==> config.mk <==
export PLATFORM = sky130hd
export DESIGN_NAME = passthru_narrow_bridge
export DESIGN_NICKNAME = d
export VERILOG_FILES = /design/src/passthru_pkg.sv /design/src/lane_steer_if.sv /design/src/lane_steer.sv /design/src/passthru_narrow_bridge.sv
export SDC_FILE = /design/constraint.sdc
export NUM_CORES = 1
export LEC_CHECK = 0
export BUFFER_PORTS_ARGS = -buffer_cell sky130_fd_sc_hd__buf_4
export CAP_MARGIN = 15
export CORE_MARGIN = 2
export CORE_UTILIZATION = 57
export DETAILED_ROUTE_END_ITERATION = 6
export GPL_TIMING_DRIVEN = 0
export PLACE_DENSITY = 0.92
export SYNTH_ARGS = -nofsm -noshare
export SYNTH_HDL_FRONTEND = slang
export SYNTH_HIERARCHICAL = 1
export SYNTH_SLANG_ARGS = --single-unit
==> constraint.sdc <==
create_clock -name core_clk -period 4.4 [get_ports core_clk]
set_input_delay 0.44 -clock core_clk [delete_from_list [all_inputs] [get_ports core_clk]]
set_output_delay 0.44 -clock core_clk [all_outputs]
set_load 0.01 [all_outputs]
==> src/passthru_pkg.sv <==
// constants shared by the narrow-bus pass-through bridge
// assumes the add-on address bus carries byte address bits 6:2
package passthru_pkg;
    localparam logic [7:0] ADDR_CAPTURE_OFS = 8'h28;
    localparam logic [7:0] DATA_WINDOW_OFS  = 8'h2C;
    localparam logic [4:0] ADDR_CAPTURE_IDX = ADDR_CAPTURE_OFS[6:2];
    localparam logic [4:0] DATA_WINDOW_IDX  = DATA_WINDOW_OFS[6:2];
    // two-bit per-region width code
    localparam logic [1:0] WIDTH_8  = 2'h0;
    localparam logic [1:0] WIDTH_16 = 2'h1;
    localparam logic [1:0] WIDTH_32 = 2'h2;
    localparam int unsigned REGIONS   = 4;
    localparam int unsigned LANES     = 4;
    localparam logic [3:0]  NONE_N    = 4'hF;
    localparam logic [31:0] WORD_ZERO = 32'h0000_0000;
    localparam logic [15:0] HALF_ZERO = 16'h0000;
    typedef enum logic {ST_IDLE, ST_BUSY} phase_e;
endpackage : passthru_pkg
==> src/lane_steer_if.sv <==
// carries the data window and local lanes between the bridge and its steering logic
// assumes one clock domain; all signals are combinational
`timescale 1ns/1ps
interface lane_steer_if;
    logic [31:0] window;
    logic [3:0]  select_n;
    logic [1:0]  width;
    logic [31:0] dq_in;
    logic [31:0] rd_lanes;
    logic [31:0] wr_bytes;
    modport bridge (output window, select_n, width, dq_in, input rd_lanes, wr_bytes);
    modport steer  (input window, select_n, width, dq_in, output rd_lanes, wr_bytes);
endinterface : lane_steer_if

==> src/lane_steer.sv <==
// byte lane steering for data window reads and writes
// assumes width holds one of the passthru_pkg width codes
`timescale 1ns/1ps
module lane_steer (
    lane_steer_if.steer sif
);
    // read: lanes at or below the lowest selected byte repeat that byte
    always_comb begin
        logic       found;
        logic [7:0] rep;
        found = 1'b0;
        rep   = sif.window[7:0];
        sif.rd_lanes = sif.window;
        for (int n = passthru_pkg::LANES - 1; n >= 0; n--) begin
            if (!sif.select_n[n]) begin
                rep = sif.window[n*8 +: 8];
            end
        end
        for (int n = 0; n < passthru_pkg::LANES; n++) begin
            if (!found) begin
                sif.rd_lanes[n*8 +: 8] = rep;
            end
            if (!sif.select_n[n]) begin
                found = 1'b1;
            end
        end
    end

    // write: narrow regions fold the low lanes onto all bytes
    always_comb begin
        case (sif.width)
            passthru_pkg::WIDTH_16: sif.wr_bytes = {2{sif.dq_in[15:0]}};
            passthru_pkg::WIDTH_8:  sif.wr_bytes = {4{sif.dq_in[7:0]}};
            default:                sif.wr_bytes = sif.dq_in;
        endcase
    end
endmodule : lane_steer

==> src/passthru_narrow_bridge.sv <==
// passive add-on side of the pass-through data path for 8/16/32-bit buses
// assumes the pci side presents each access with its dword count and byte enables,
// and that the add-on master keeps its own handshake duties
// Notes on behaviour
// - each region has own width 8/16/32
// - steering only on the data window
// - read repeats lowest selected byte downward
// - reading byte n clears its pending flag
// - pending flags show bytes pci requested
// - write lanes routed by region width
// - write byte only if pending and selected
// - written byte clears its pending flag
// - address strobe drives address asynchronously
// - address register readable one cycle later
// - 16-bit strap halves address by select 3
// - region width ignored for address reads
// - status outputs update next edge
// - status valid only while access pending
// - burst, region, direction meanings
// - selected byte driven next cycle
// - done reloads pending flags for next dword
// - burst drops when one dword remains
// - pending drops after final phase
`timescale 1ns/1ps
module passthru_narrow_bridge #(
    parameter int unsigned CNT_W = 8
) (
    // clock and reset
    input  wire logic             core_clk,
    input  wire logic             rst_b,
    // configuration
    input  wire logic [7:0]       region_width,
    input  wire logic             local_width_strap,
    // pci side access feed
    input  wire logic             acc_start,
    input  wire logic [31:0]      acc_address,
    input  wire logic [1:0]       acc_region,
    input  wire logic             acc_write,
    input  wire logic [CNT_W-1:0] acc_count,
    input  wire logic [31:0]      cur_data,
    input  wire logic [3:0]       cur_be_n,
    input  wire logic [31:0]      nxt_data,
    input  wire logic [3:0]       nxt_be_n,
    output logic                  phase_advance,
    output logic [31:0]           filled_data,
    output logic                  filled_valid,
    // add-on local bus
    input  wire logic             rd_n,
    input  wire logic             wr_n,
    input  wire logic             select_n,
    input  wire logic [4:0]       adr,
    input  wire logic [3:0]       local_byte_select_n,
    input  wire logic [31:0]      dq_in,
    output logic [31:0]           dq_out,
    output logic                  dq_oe,
    input  wire logic             address_out_strobe_n,
    input  wire logic             transfer_done_n,
    // pass-through status
    output logic                  access_pending_n,
    output logic                  multi_phase_n,
    output logic [1:0]            region_index,
    output logic                  access_is_write,
    output logic [3:0]            byte_pending_n
);
    passthru_pkg::phase_e state;
    logic [31:0]      addr_cap;
    logic [31:0]      window;
    logic [CNT_W-1:0] remaining;
    logic [31:0]      rd_word;
    logic             rd_drive;
    logic             data_hit;
    logic             addr_hit;
    logic             rd_data;
    logic             wr_data;
    logic             rd_addr;
    logic             done;
    logic             last_phase;
    logic             start;
    logic [31:0]      addr_word;
    logic [CNT_W-1:0] one;
    logic [CNT_W-1:0] two;

    lane_steer_if sif ();

    lane_steer i_lane_steer (
        .sif (sif)
    );

    assign one = CNT_W'(1);
    assign two = CNT_W'(2);

    // only the data window is steered; the address capture offset reads back addr_word
    assign data_hit = !select_n && (adr == passthru_pkg::DATA_WINDOW_IDX);
    assign addr_hit = !select_n && (adr == passthru_pkg::ADDR_CAPTURE_IDX);
    assign rd_data  = data_hit && !rd_n;
    assign wr_data  = data_hit && !wr_n;
    assign rd_addr  = addr_hit && !rd_n;
    assign done     = (state == passthru_pkg::ST_BUSY) && !transfer_done_n;
    assign last_phase = (remaining <= one);
    assign start    = (state == passthru_pkg::ST_IDLE) && acc_start;

    // width is per region, picked by the pending region number
    assign sif.window   = window;
    assign sif.select_n = local_byte_select_n;
    assign sif.width    = region_width[region_index*2 +: 2];
    assign sif.dq_in    = dq_in;

    // strap low means a 16-bit add-on bus; region width plays no part here
    always_comb begin
        if (local_width_strap) begin
            addr_word = addr_cap;
        end else if (local_byte_select_n[3]) begin
            addr_word = {passthru_pkg::HALF_ZERO, addr_cap[31:16]};
        end else begin
            addr_word = {passthru_pkg::HALF_ZERO, addr_cap[15:0]};
        end
    end

    // access sequencing
    always_ff @(posedge core_clk or negedge rst_b) begin
        if (!rst_b) begin
            state <= passthru_pkg::ST_IDLE;
        end else begin
            case (state)
                passthru_pkg::ST_IDLE: begin
                    if (acc_start) begin
                        state <= passthru_pkg::ST_BUSY;
                    end
                end
                passthru_pkg::ST_BUSY: begin
                    if (done && last_phase) begin
                        state <= passthru_pkg::ST_IDLE;
                    end
                end
                default: state <= passthru_pkg::ST_IDLE;
            endcase
        end
    end

    // status outputs, valid while access_pending_n is low
    always_ff @(posedge core_clk or negedge rst_b) begin
        if (!rst_b) begin
            access_pending_n <= 1'b1;
            multi_phase_n    <= 1'b1;
            region_index     <= 2'h0;
            access_is_write  <= 1'b0;
            remaining        <= '0;
            addr_cap         <= passthru_pkg::WORD_ZERO;
        end else if (start) begin
            access_pending_n <= 1'b0;
            multi_phase_n    <= !(acc_count >= two);
            region_index     <= acc_region;
            access_is_write  <= acc_write;
            remaining        <= acc_count;
            addr_cap         <= acc_address;
        end else if (done) begin
            if (last_phase) begin
                access_pending_n <= 1'b1;
                multi_phase_n    <= 1'b1;
            end else begin
                remaining     <= remaining - one;
                multi_phase_n <= (remaining <= two);
            end
        end
    end

    // byte pending flags
    always_ff @(posedge core_clk or negedge rst_b) begin
        if (!rst_b) begin
            byte_pending_n <= passthru_pkg::NONE_N;
        end else if (start) begin
            byte_pending_n <= cur_be_n;
        end else if (done) begin
            byte_pending_n <= last_phase ? passthru_pkg::NONE_N : nxt_be_n;
        end else if (rd_data && access_is_write) begin
            byte_pending_n <= byte_pending_n | ~local_byte_select_n;
        end else if (wr_data && !access_is_write) begin
            byte_pending_n <= byte_pending_n | ~local_byte_select_n;
        end
    end

    // data window: pci write data loads here, add-on writes fill bytes for pci reads
    always_ff @(posedge core_clk or negedge rst_b) begin
        if (!rst_b) begin
            window <= passthru_pkg::WORD_ZERO;
        end else if (start) begin
            window <= cur_data;
        end else if (done) begin
            window <= nxt_data;
        end else if (wr_data && !access_is_write) begin
            for (int n = 0; n < passthru_pkg::LANES; n++) begin
                if (!byte_pending_n[n] && !local_byte_select_n[n]) begin
                    window[n*8 +: 8] <= sif.wr_bytes[n*8 +: 8];
                end
            end
        end
    end

    // hand the filled dword to the pci side when a read phase completes
    always_ff @(posedge core_clk or negedge rst_b) begin
        if (!rst_b) begin
            phase_advance <= 1'b0;
            filled_valid  <= 1'b0;
            filled_data   <= passthru_pkg::WORD_ZERO;
        end else begin
            phase_advance <= done;
            filled_valid  <= done && !access_is_write;
            if (done && !access_is_write) begin
                filled_data <= window;
            end
        end
    end

    // register read data, presented the cycle after the sampled request
    always_ff @(posedge core_clk or negedge rst_b) begin
        if (!rst_b) begin
            rd_word  <= passthru_pkg::WORD_ZERO;
            rd_drive <= 1'b0;
        end else begin
            rd_drive <= rd_data || rd_addr;
            if (rd_data) begin
                rd_word <= sif.rd_lanes;
            end else if (rd_addr) begin
                rd_word <= addr_word;
            end
        end
    end

    // the strobe path is deliberately combinational so the address appears with no clock
    assign dq_out = !address_out_strobe_n ? addr_cap : rd_word;
    assign dq_oe  = !address_out_strobe_n || rd_drive;

    // checks

    AST_READ_CLEARS_PENDING: assert property (
        @(posedge core_clk) disable iff (!rst_b)
        (rd_data && access_is_write && !start && !done && !local_byte_select_n[0])
        |=> byte_pending_n[0])
        else $error("read of byte 0 left its pending flag set");

    AST_WRITE_CLEARS_PENDING: assert property (
        @(posedge core_clk) disable iff (!rst_b)
        (wr_data && !access_is_write && !start && !done && !local_byte_select_n[1])
        |=> byte_pending_n[1])
        else $error("write of byte 1 left its pending flag set");

    AST_WRITE_NEEDS_PENDING: assert property (
        @(posedge core_clk) disable iff (!rst_b)
        (wr_data && byte_pending_n[2] && !start && !done)
        |=> (window[23:16] == $past(window[23:16])))
        else $error("byte 2 written while not pending");

    AST_STATUS_NEXT_EDGE: assert property (
        @(posedge core_clk) disable iff (!rst_b)
        start |=> (!access_pending_n && region_index == $past(acc_region)
                   && access_is_write == $past(acc_write)))
        else $error("status outputs not updated after access start");

    AST_BURST_DROPS: assert property (
        @(posedge core_clk) disable iff (!rst_b)
        (done && remaining == two) |=> (multi_phase_n && !access_pending_n))
        else $error("burst still asserted with one dword left");

    AST_PENDING_ENDS: assert property (
        @(posedge core_clk) disable iff (!rst_b)
        (done && last_phase) |=> (access_pending_n && multi_phase_n && byte_pending_n == passthru_pkg::NONE_N))
        else $error("access still pending after final phase");

    AST_STROBE_ADDRESS: assert property (
        @(posedge core_clk) disable iff (!rst_b)
        !address_out_strobe_n |-> (dq_oe && dq_out == addr_cap))
        else $error("address not on data bus while strobe asserted");

    AST_ADDR_REG_READ: assert property (
        @(posedge core_clk) disable iff (!rst_b)
        (rd_addr && local_width_strap && !start) ##1 address_out_strobe_n
        |-> (dq_oe && dq_out == addr_cap))
        else $error("address register read data missing");

    AST_BYTE_NEXT_CYCLE: assert property (
        @(posedge core_clk) disable iff (!rst_b)
        (rd_data && !local_byte_select_n[0] && !start && !done) ##1 address_out_strobe_n
        |-> (dq_oe && dq_out[7:0] == window[7:0]))
        else $error("selected byte not driven in the following cycle");

    AST_NO_SELECT_STABLE: assert property (
        @(posedge core_clk) disable iff (!rst_b)
        (data_hit && local_byte_select_n == passthru_pkg::NONE_N && !start && !done)
        |=> ($stable(byte_pending_n) && $stable(window)))
        else $error("access without byte select changed state");

    AST_PENDING_LOADS: assert property (
        @(posedge core_clk) disable iff (!rst_b)
        start |=> (byte_pending_n == $past(cur_be_n)))
        else $error("pending flags not loaded from the first dword");

    AST_DONE_RELOADS: assert property (
        @(posedge core_clk) disable iff (!rst_b)
        (done && !last_phase) |=> (byte_pending_n == $past(nxt_be_n) && phase_advance))
        else $error("pending flags not reloaded for the next dword");

    AST_STATUS_HOLDS: assert property (
        @(posedge core_clk) disable iff (!rst_b)
        (!access_pending_n && !done)
        |=> (!access_pending_n && $stable(region_index) && $stable(access_is_write)))
        else $error("status changed while the access was pending");

    AST_READ_STEERS_LOW: assert property (
        @(posedge core_clk) disable iff (!rst_b)
        (rd_data && local_byte_select_n[1:0] == 2'h1) ##1 address_out_strobe_n
        |-> (dq_out[15:0] == {2{$past(window[15:8])}}))
        else $error("lanes 0 and 1 do not carry byte 1");

    AST_ADDR_LOW_HALF: assert property (
        @(posedge core_clk) disable iff (!rst_b)
        (rd_addr && !local_width_strap && !local_byte_select_n[3] && !start) ##1 address_out_strobe_n
        |-> (dq_out[15:0] == addr_cap[15:0]))
        else $error("address low half missing on a 16-bit strap read");

    AST_ADDR_HIGH_HALF: assert property (
        @(posedge core_clk) disable iff (!rst_b)
        (rd_addr && !local_width_strap && local_byte_select_n[3] && !start) ##1 address_out_strobe_n
        |-> (dq_out[15:0] == addr_cap[31:16]))
        else $error("address high half missing on a 16-bit strap read");

    AST_HALF_WIDTH_WRITE: assert property (
        @(posedge core_clk) disable iff (!rst_b)
        (wr_data && !access_is_write && sif.width == passthru_pkg::WIDTH_16 && !byte_pending_n[3]
         && !local_byte_select_n[3] && !start && !done)
        |=> (window[31:24] == $past(dq_in[15:8])))
        else $error("16-bit write did not steer the high lane into byte 3");

    COV_BURST_ACCESS: cover property (
        @(posedge core_clk) disable iff (!rst_b)
        start ##1 !multi_phase_n ##[1:40] (done && last_phase));

    COV_NARROW_WRITE: cover property (
        @(posedge core_clk) disable iff (!rst_b)
        (wr_data && !access_is_write && sif.width == passthru_pkg::WIDTH_8));

    COV_STROBE_READ: cover property (
        @(posedge core_clk) disable iff (!rst_b)
        (!access_pending_n && !address_out_strobe_n));

    COV_HALF_ADDR: cover property (
        @(posedge core_clk) disable iff (!rst_b)
        (rd_addr && !local_width_strap && local_byte_select_n[3]));
endmodule : passthru_narrow_bridge

==> reports/results.txt <==
outcome -> complete, but fails checks
failing checks -> hold timing
VDD IR-drop max -> 0.404 mV
Worst Setup Start Kind -> flip-flop
most common cell after layout, fill and taps aside -> buf_4
first-pass GRT wire length -> 45300 µm
via density per instance -> 6.14
critical-path maximum fanout -> 8
worst min path class -> in2async
Tot GR Track Use -> 36.5%
Seq/Total Area, Yosys -> 42.5%
reg2reg end -> sif.window[15]
Cell variety after synth -> 53
Seq cells post-synth -> 149
top_reg_cell synth -> dfrtp_1
FF-to-FF setup slack -> 1.81 ns
Finished Layout Cells -> 1351
worst-margin pin slew -> 0.763 ns
setup total negative slack -> 0 ns
syn avg cell area -> 9.95 µm²
Die Ht -> 128 µm
final hold vios -> 6
design area -> 0.0115 mm²
post-placement cell count -> 1318
fin crit period -> 2.59 ns
Bufs on Longest Clock Path -> 2
f_max -> 387 MHz
PwrDens -> 627 mW/mm²
sequential share of power -> 37.0%
clock share of power -> 22.1%
PnR Total Power -> 7.23 mW
logic gate share of total power -> 41.0%
TritonCTS clock tree -> done
Worst Skew -> 0.0153 ns
Area after DPL -> 0.0109 mm²
async set-reset flop share out of synthesis -> 100%
most frequent cells in the layout -> buf_4 (256), nand2_1 (207), dfrtp_1 (143)
Req. time, crit path -> 4.72 ns
Max Cap Violations -> 0
Post-route DRC -> 0
Syn Inst Count -> 883
vias in the first global route -> 8348
post_cts resized -> 0
largest net degree at the start of global routing -> 85
clock slew at reported path FFs -> 0.07 ns
clock root cell -> clkbuf_16
final setup vio count -> 0
Boundary Pins -> 249
Die ar. -> 0.0164 mm²
postcts setup bufs -> 0
input/output buffers -> 246
syn_nets -> 1059
Post-synth EDFFs -> 0
grt total ovfl -> 0
GP Congestion -> 0.972
Std-Cell Rows -> 45
synth-to-layout area growth -> 31.3%
CP Capture Point -> sif.window[15]
Max Slew Vio Count -> 0
P_int -> 4.57 mW
Setup CP Type -> reg2reg
RSZ-0062 raised after global routing -> no
Static Leak -> 5.70 nW
antenna violations before repair -> 1
R2R cell count -> 7
sw frac -> 36.8%
Ys Warns -> 6
slew margin rel. -> 49.2%
hold_ws -> -0.0172 ns
Crit. End Element -> flip-flop
Final period util -> 58.8%
H-tree depth -> 4
core area -> 0.0151 mm²
clock sink count -> 149
number of DRC markers in iteration 0 -> 929
Post-Synthesis Cell Area -> 0.00878 mm²
post-route antenna net violation count -> 0
sw power -> 2.66 mW
post-DP HPWL -> 21800 µm
drt total wl -> 29000 µm
Starting Density -> 58.0%
NumNets Final -> 1325
layout cells sized above 1 -> 41.2%
Die X -> 128 µm
WP data arrival -> 2.90 ns
DR vias -> 8298
Worst Setup SP -> region_index[0]
TritonRoute pass-1 iters -> 5
CTS buffer count -> 17
clock latency at the later pin of the worst-skew pair -> 0.44 ns
Post-CTS Hold Buffers -> 0
FF-to-FF Start -> region_index[0]
Routed WL per cell -> 21.5 µm
-- sequential cells by signal, summed over array words and instances, names as in the netlist --
register and flops:
filled_data 32, addr_cap 32, rd_word 32, access_pending_n 1
rd_drive 1, access_is_write 1, remaining 8, filled_valid 1
byte_pending_n 4, sif.window 32, multi_phase_n 1, phase_advance 1
state 1, region_index 2
-- layer usage --
| layer | track usage, % | share of wire (%) |
|---|---|---|
| met1 | 48.3 | 39 |
| met2 | 57.9 | 47 |
| met3 | 7.97 | 9.6 |
| met4 | 16.3 | 4.6 |
| met5 | 0 | 0.041 |
-- worst min path at each step --
stage | start | endpoint | cells past startpoint
2_1_floorplan | rst_b | access_is_write | 0
3_3_place_gp | multi_phase_n | multi_phase_n | 2
3_5_place_dp | rst_b | addr_cap[3] | 1
4_1_cts | rst_b | addr_cap[3] | 1
5_1_grt | rst_b | rd_word[3] | 1
6_report | rst_b | addr_cap[3] | 1
-- final cells by class --
class	instances	area [µm²]
Timing Repair Buffer	247	1880
Multi-Input combinational cell	653	4600
Inverter	8	30.0
Sequential cell	149	3740
Buffer	73	423
Tap cell	188	235
Clock buffer	22	454
Fill cell	999	3610
Antenna cell	1	2.50
Clock inverter	10	178
-- worst max-delay path: stages (launching register included) --
cell,delay (ns)
dfrtp_1,0.53
mux4_2,0.53
buf_2,0.20
nor2_4,0.30
mux2_1,0.36
nand2_1,0.07
a31oi_1,0.14
mux2_2,0.32
-- logic make-up after synthesis --
kind of cell | after synthesis | share of synthesized area (%)
AOI/OAI and AO/OA | 158 | 12.7
adders and majority gates | 3 | 0.427
buffers and inverters | 81 | 5.16
DFF | 149 | 42.5
muxes | 182 | 24.1
and+or+nand+nor | 310 | 15.1
-- Yosys cell counts, types with 6 or more instances --
| library cell | n | area [µm²] |
|---|---|---|
| a31oi_1 | 36 | 225 |
| a21o_1 | 9 | 67.6 |
| a21oi_1 | 11 | 55.1 |
| buf_2 | 19 | 95.1 |
| buf_1 | 6 | 22.5 |
| o21a_1 | 16 | 120 |
| dfstp_2 | 6 | 158 |
| o21ai_0 | 29 | 145 |
| mux2_1 | 12 | 135 |
| o21ai_1 | 8 | 40.0 |
| nor2_1 | 53 | 199 |
| mux2i_1 | 29 | 290 |
| buf_4 | 11 | 82.6 |
| dfrtp_1 | 143 | 3580 |
| a22o_1 | 23 | 201 |
| nand3_1 | 13 | 65.1 |
| a211oi_1 | 8 | 60.1 |
| or3_1 | 6 | 37.5 |
| inv_1 | 8 | 30.0 |
| buf_6 | 11 | 124 |
| mux2_2 | 115 | 1290 |
| nand2_1 | 207 | 777 |
| mux2_4 | 20 | 300 |
| clkbuf_1 | 25 | 93.8 |
-- metrics by stage --
stage / setup WS (ns) / hold slack [ns] / utilization, %
5_1_grt: 1.78 / 0.0481 / 76.1
6_report: 1.81 / -0.0172 / 76.1
2_1_floorplan: 2.23 / 0.144 / -
4_1_cts: 1.87 / 0.0115 / 76.1
3_3_place_gp: 1.91 / 0.475 / 71.7
3_5_place_dp: 1.87 / 0.462 / 72.0
-- power by group through the flow --
stage / Combinational [mW] / Clock [mW] / Sequential (mW)
finish: 2.96 / 1.60 / 2.67
global route: 3.18 / 1.66 / 2.74
CTS: 2.94 / 1.60 / 2.64
detailed placement: 2.90 / 0 / 2.64
global placement: 2.83 / 0 / 2.61
floorplan: 1.75 / 0 / 2.47
No activity file was read; power rests on OpenSTA's default activity.
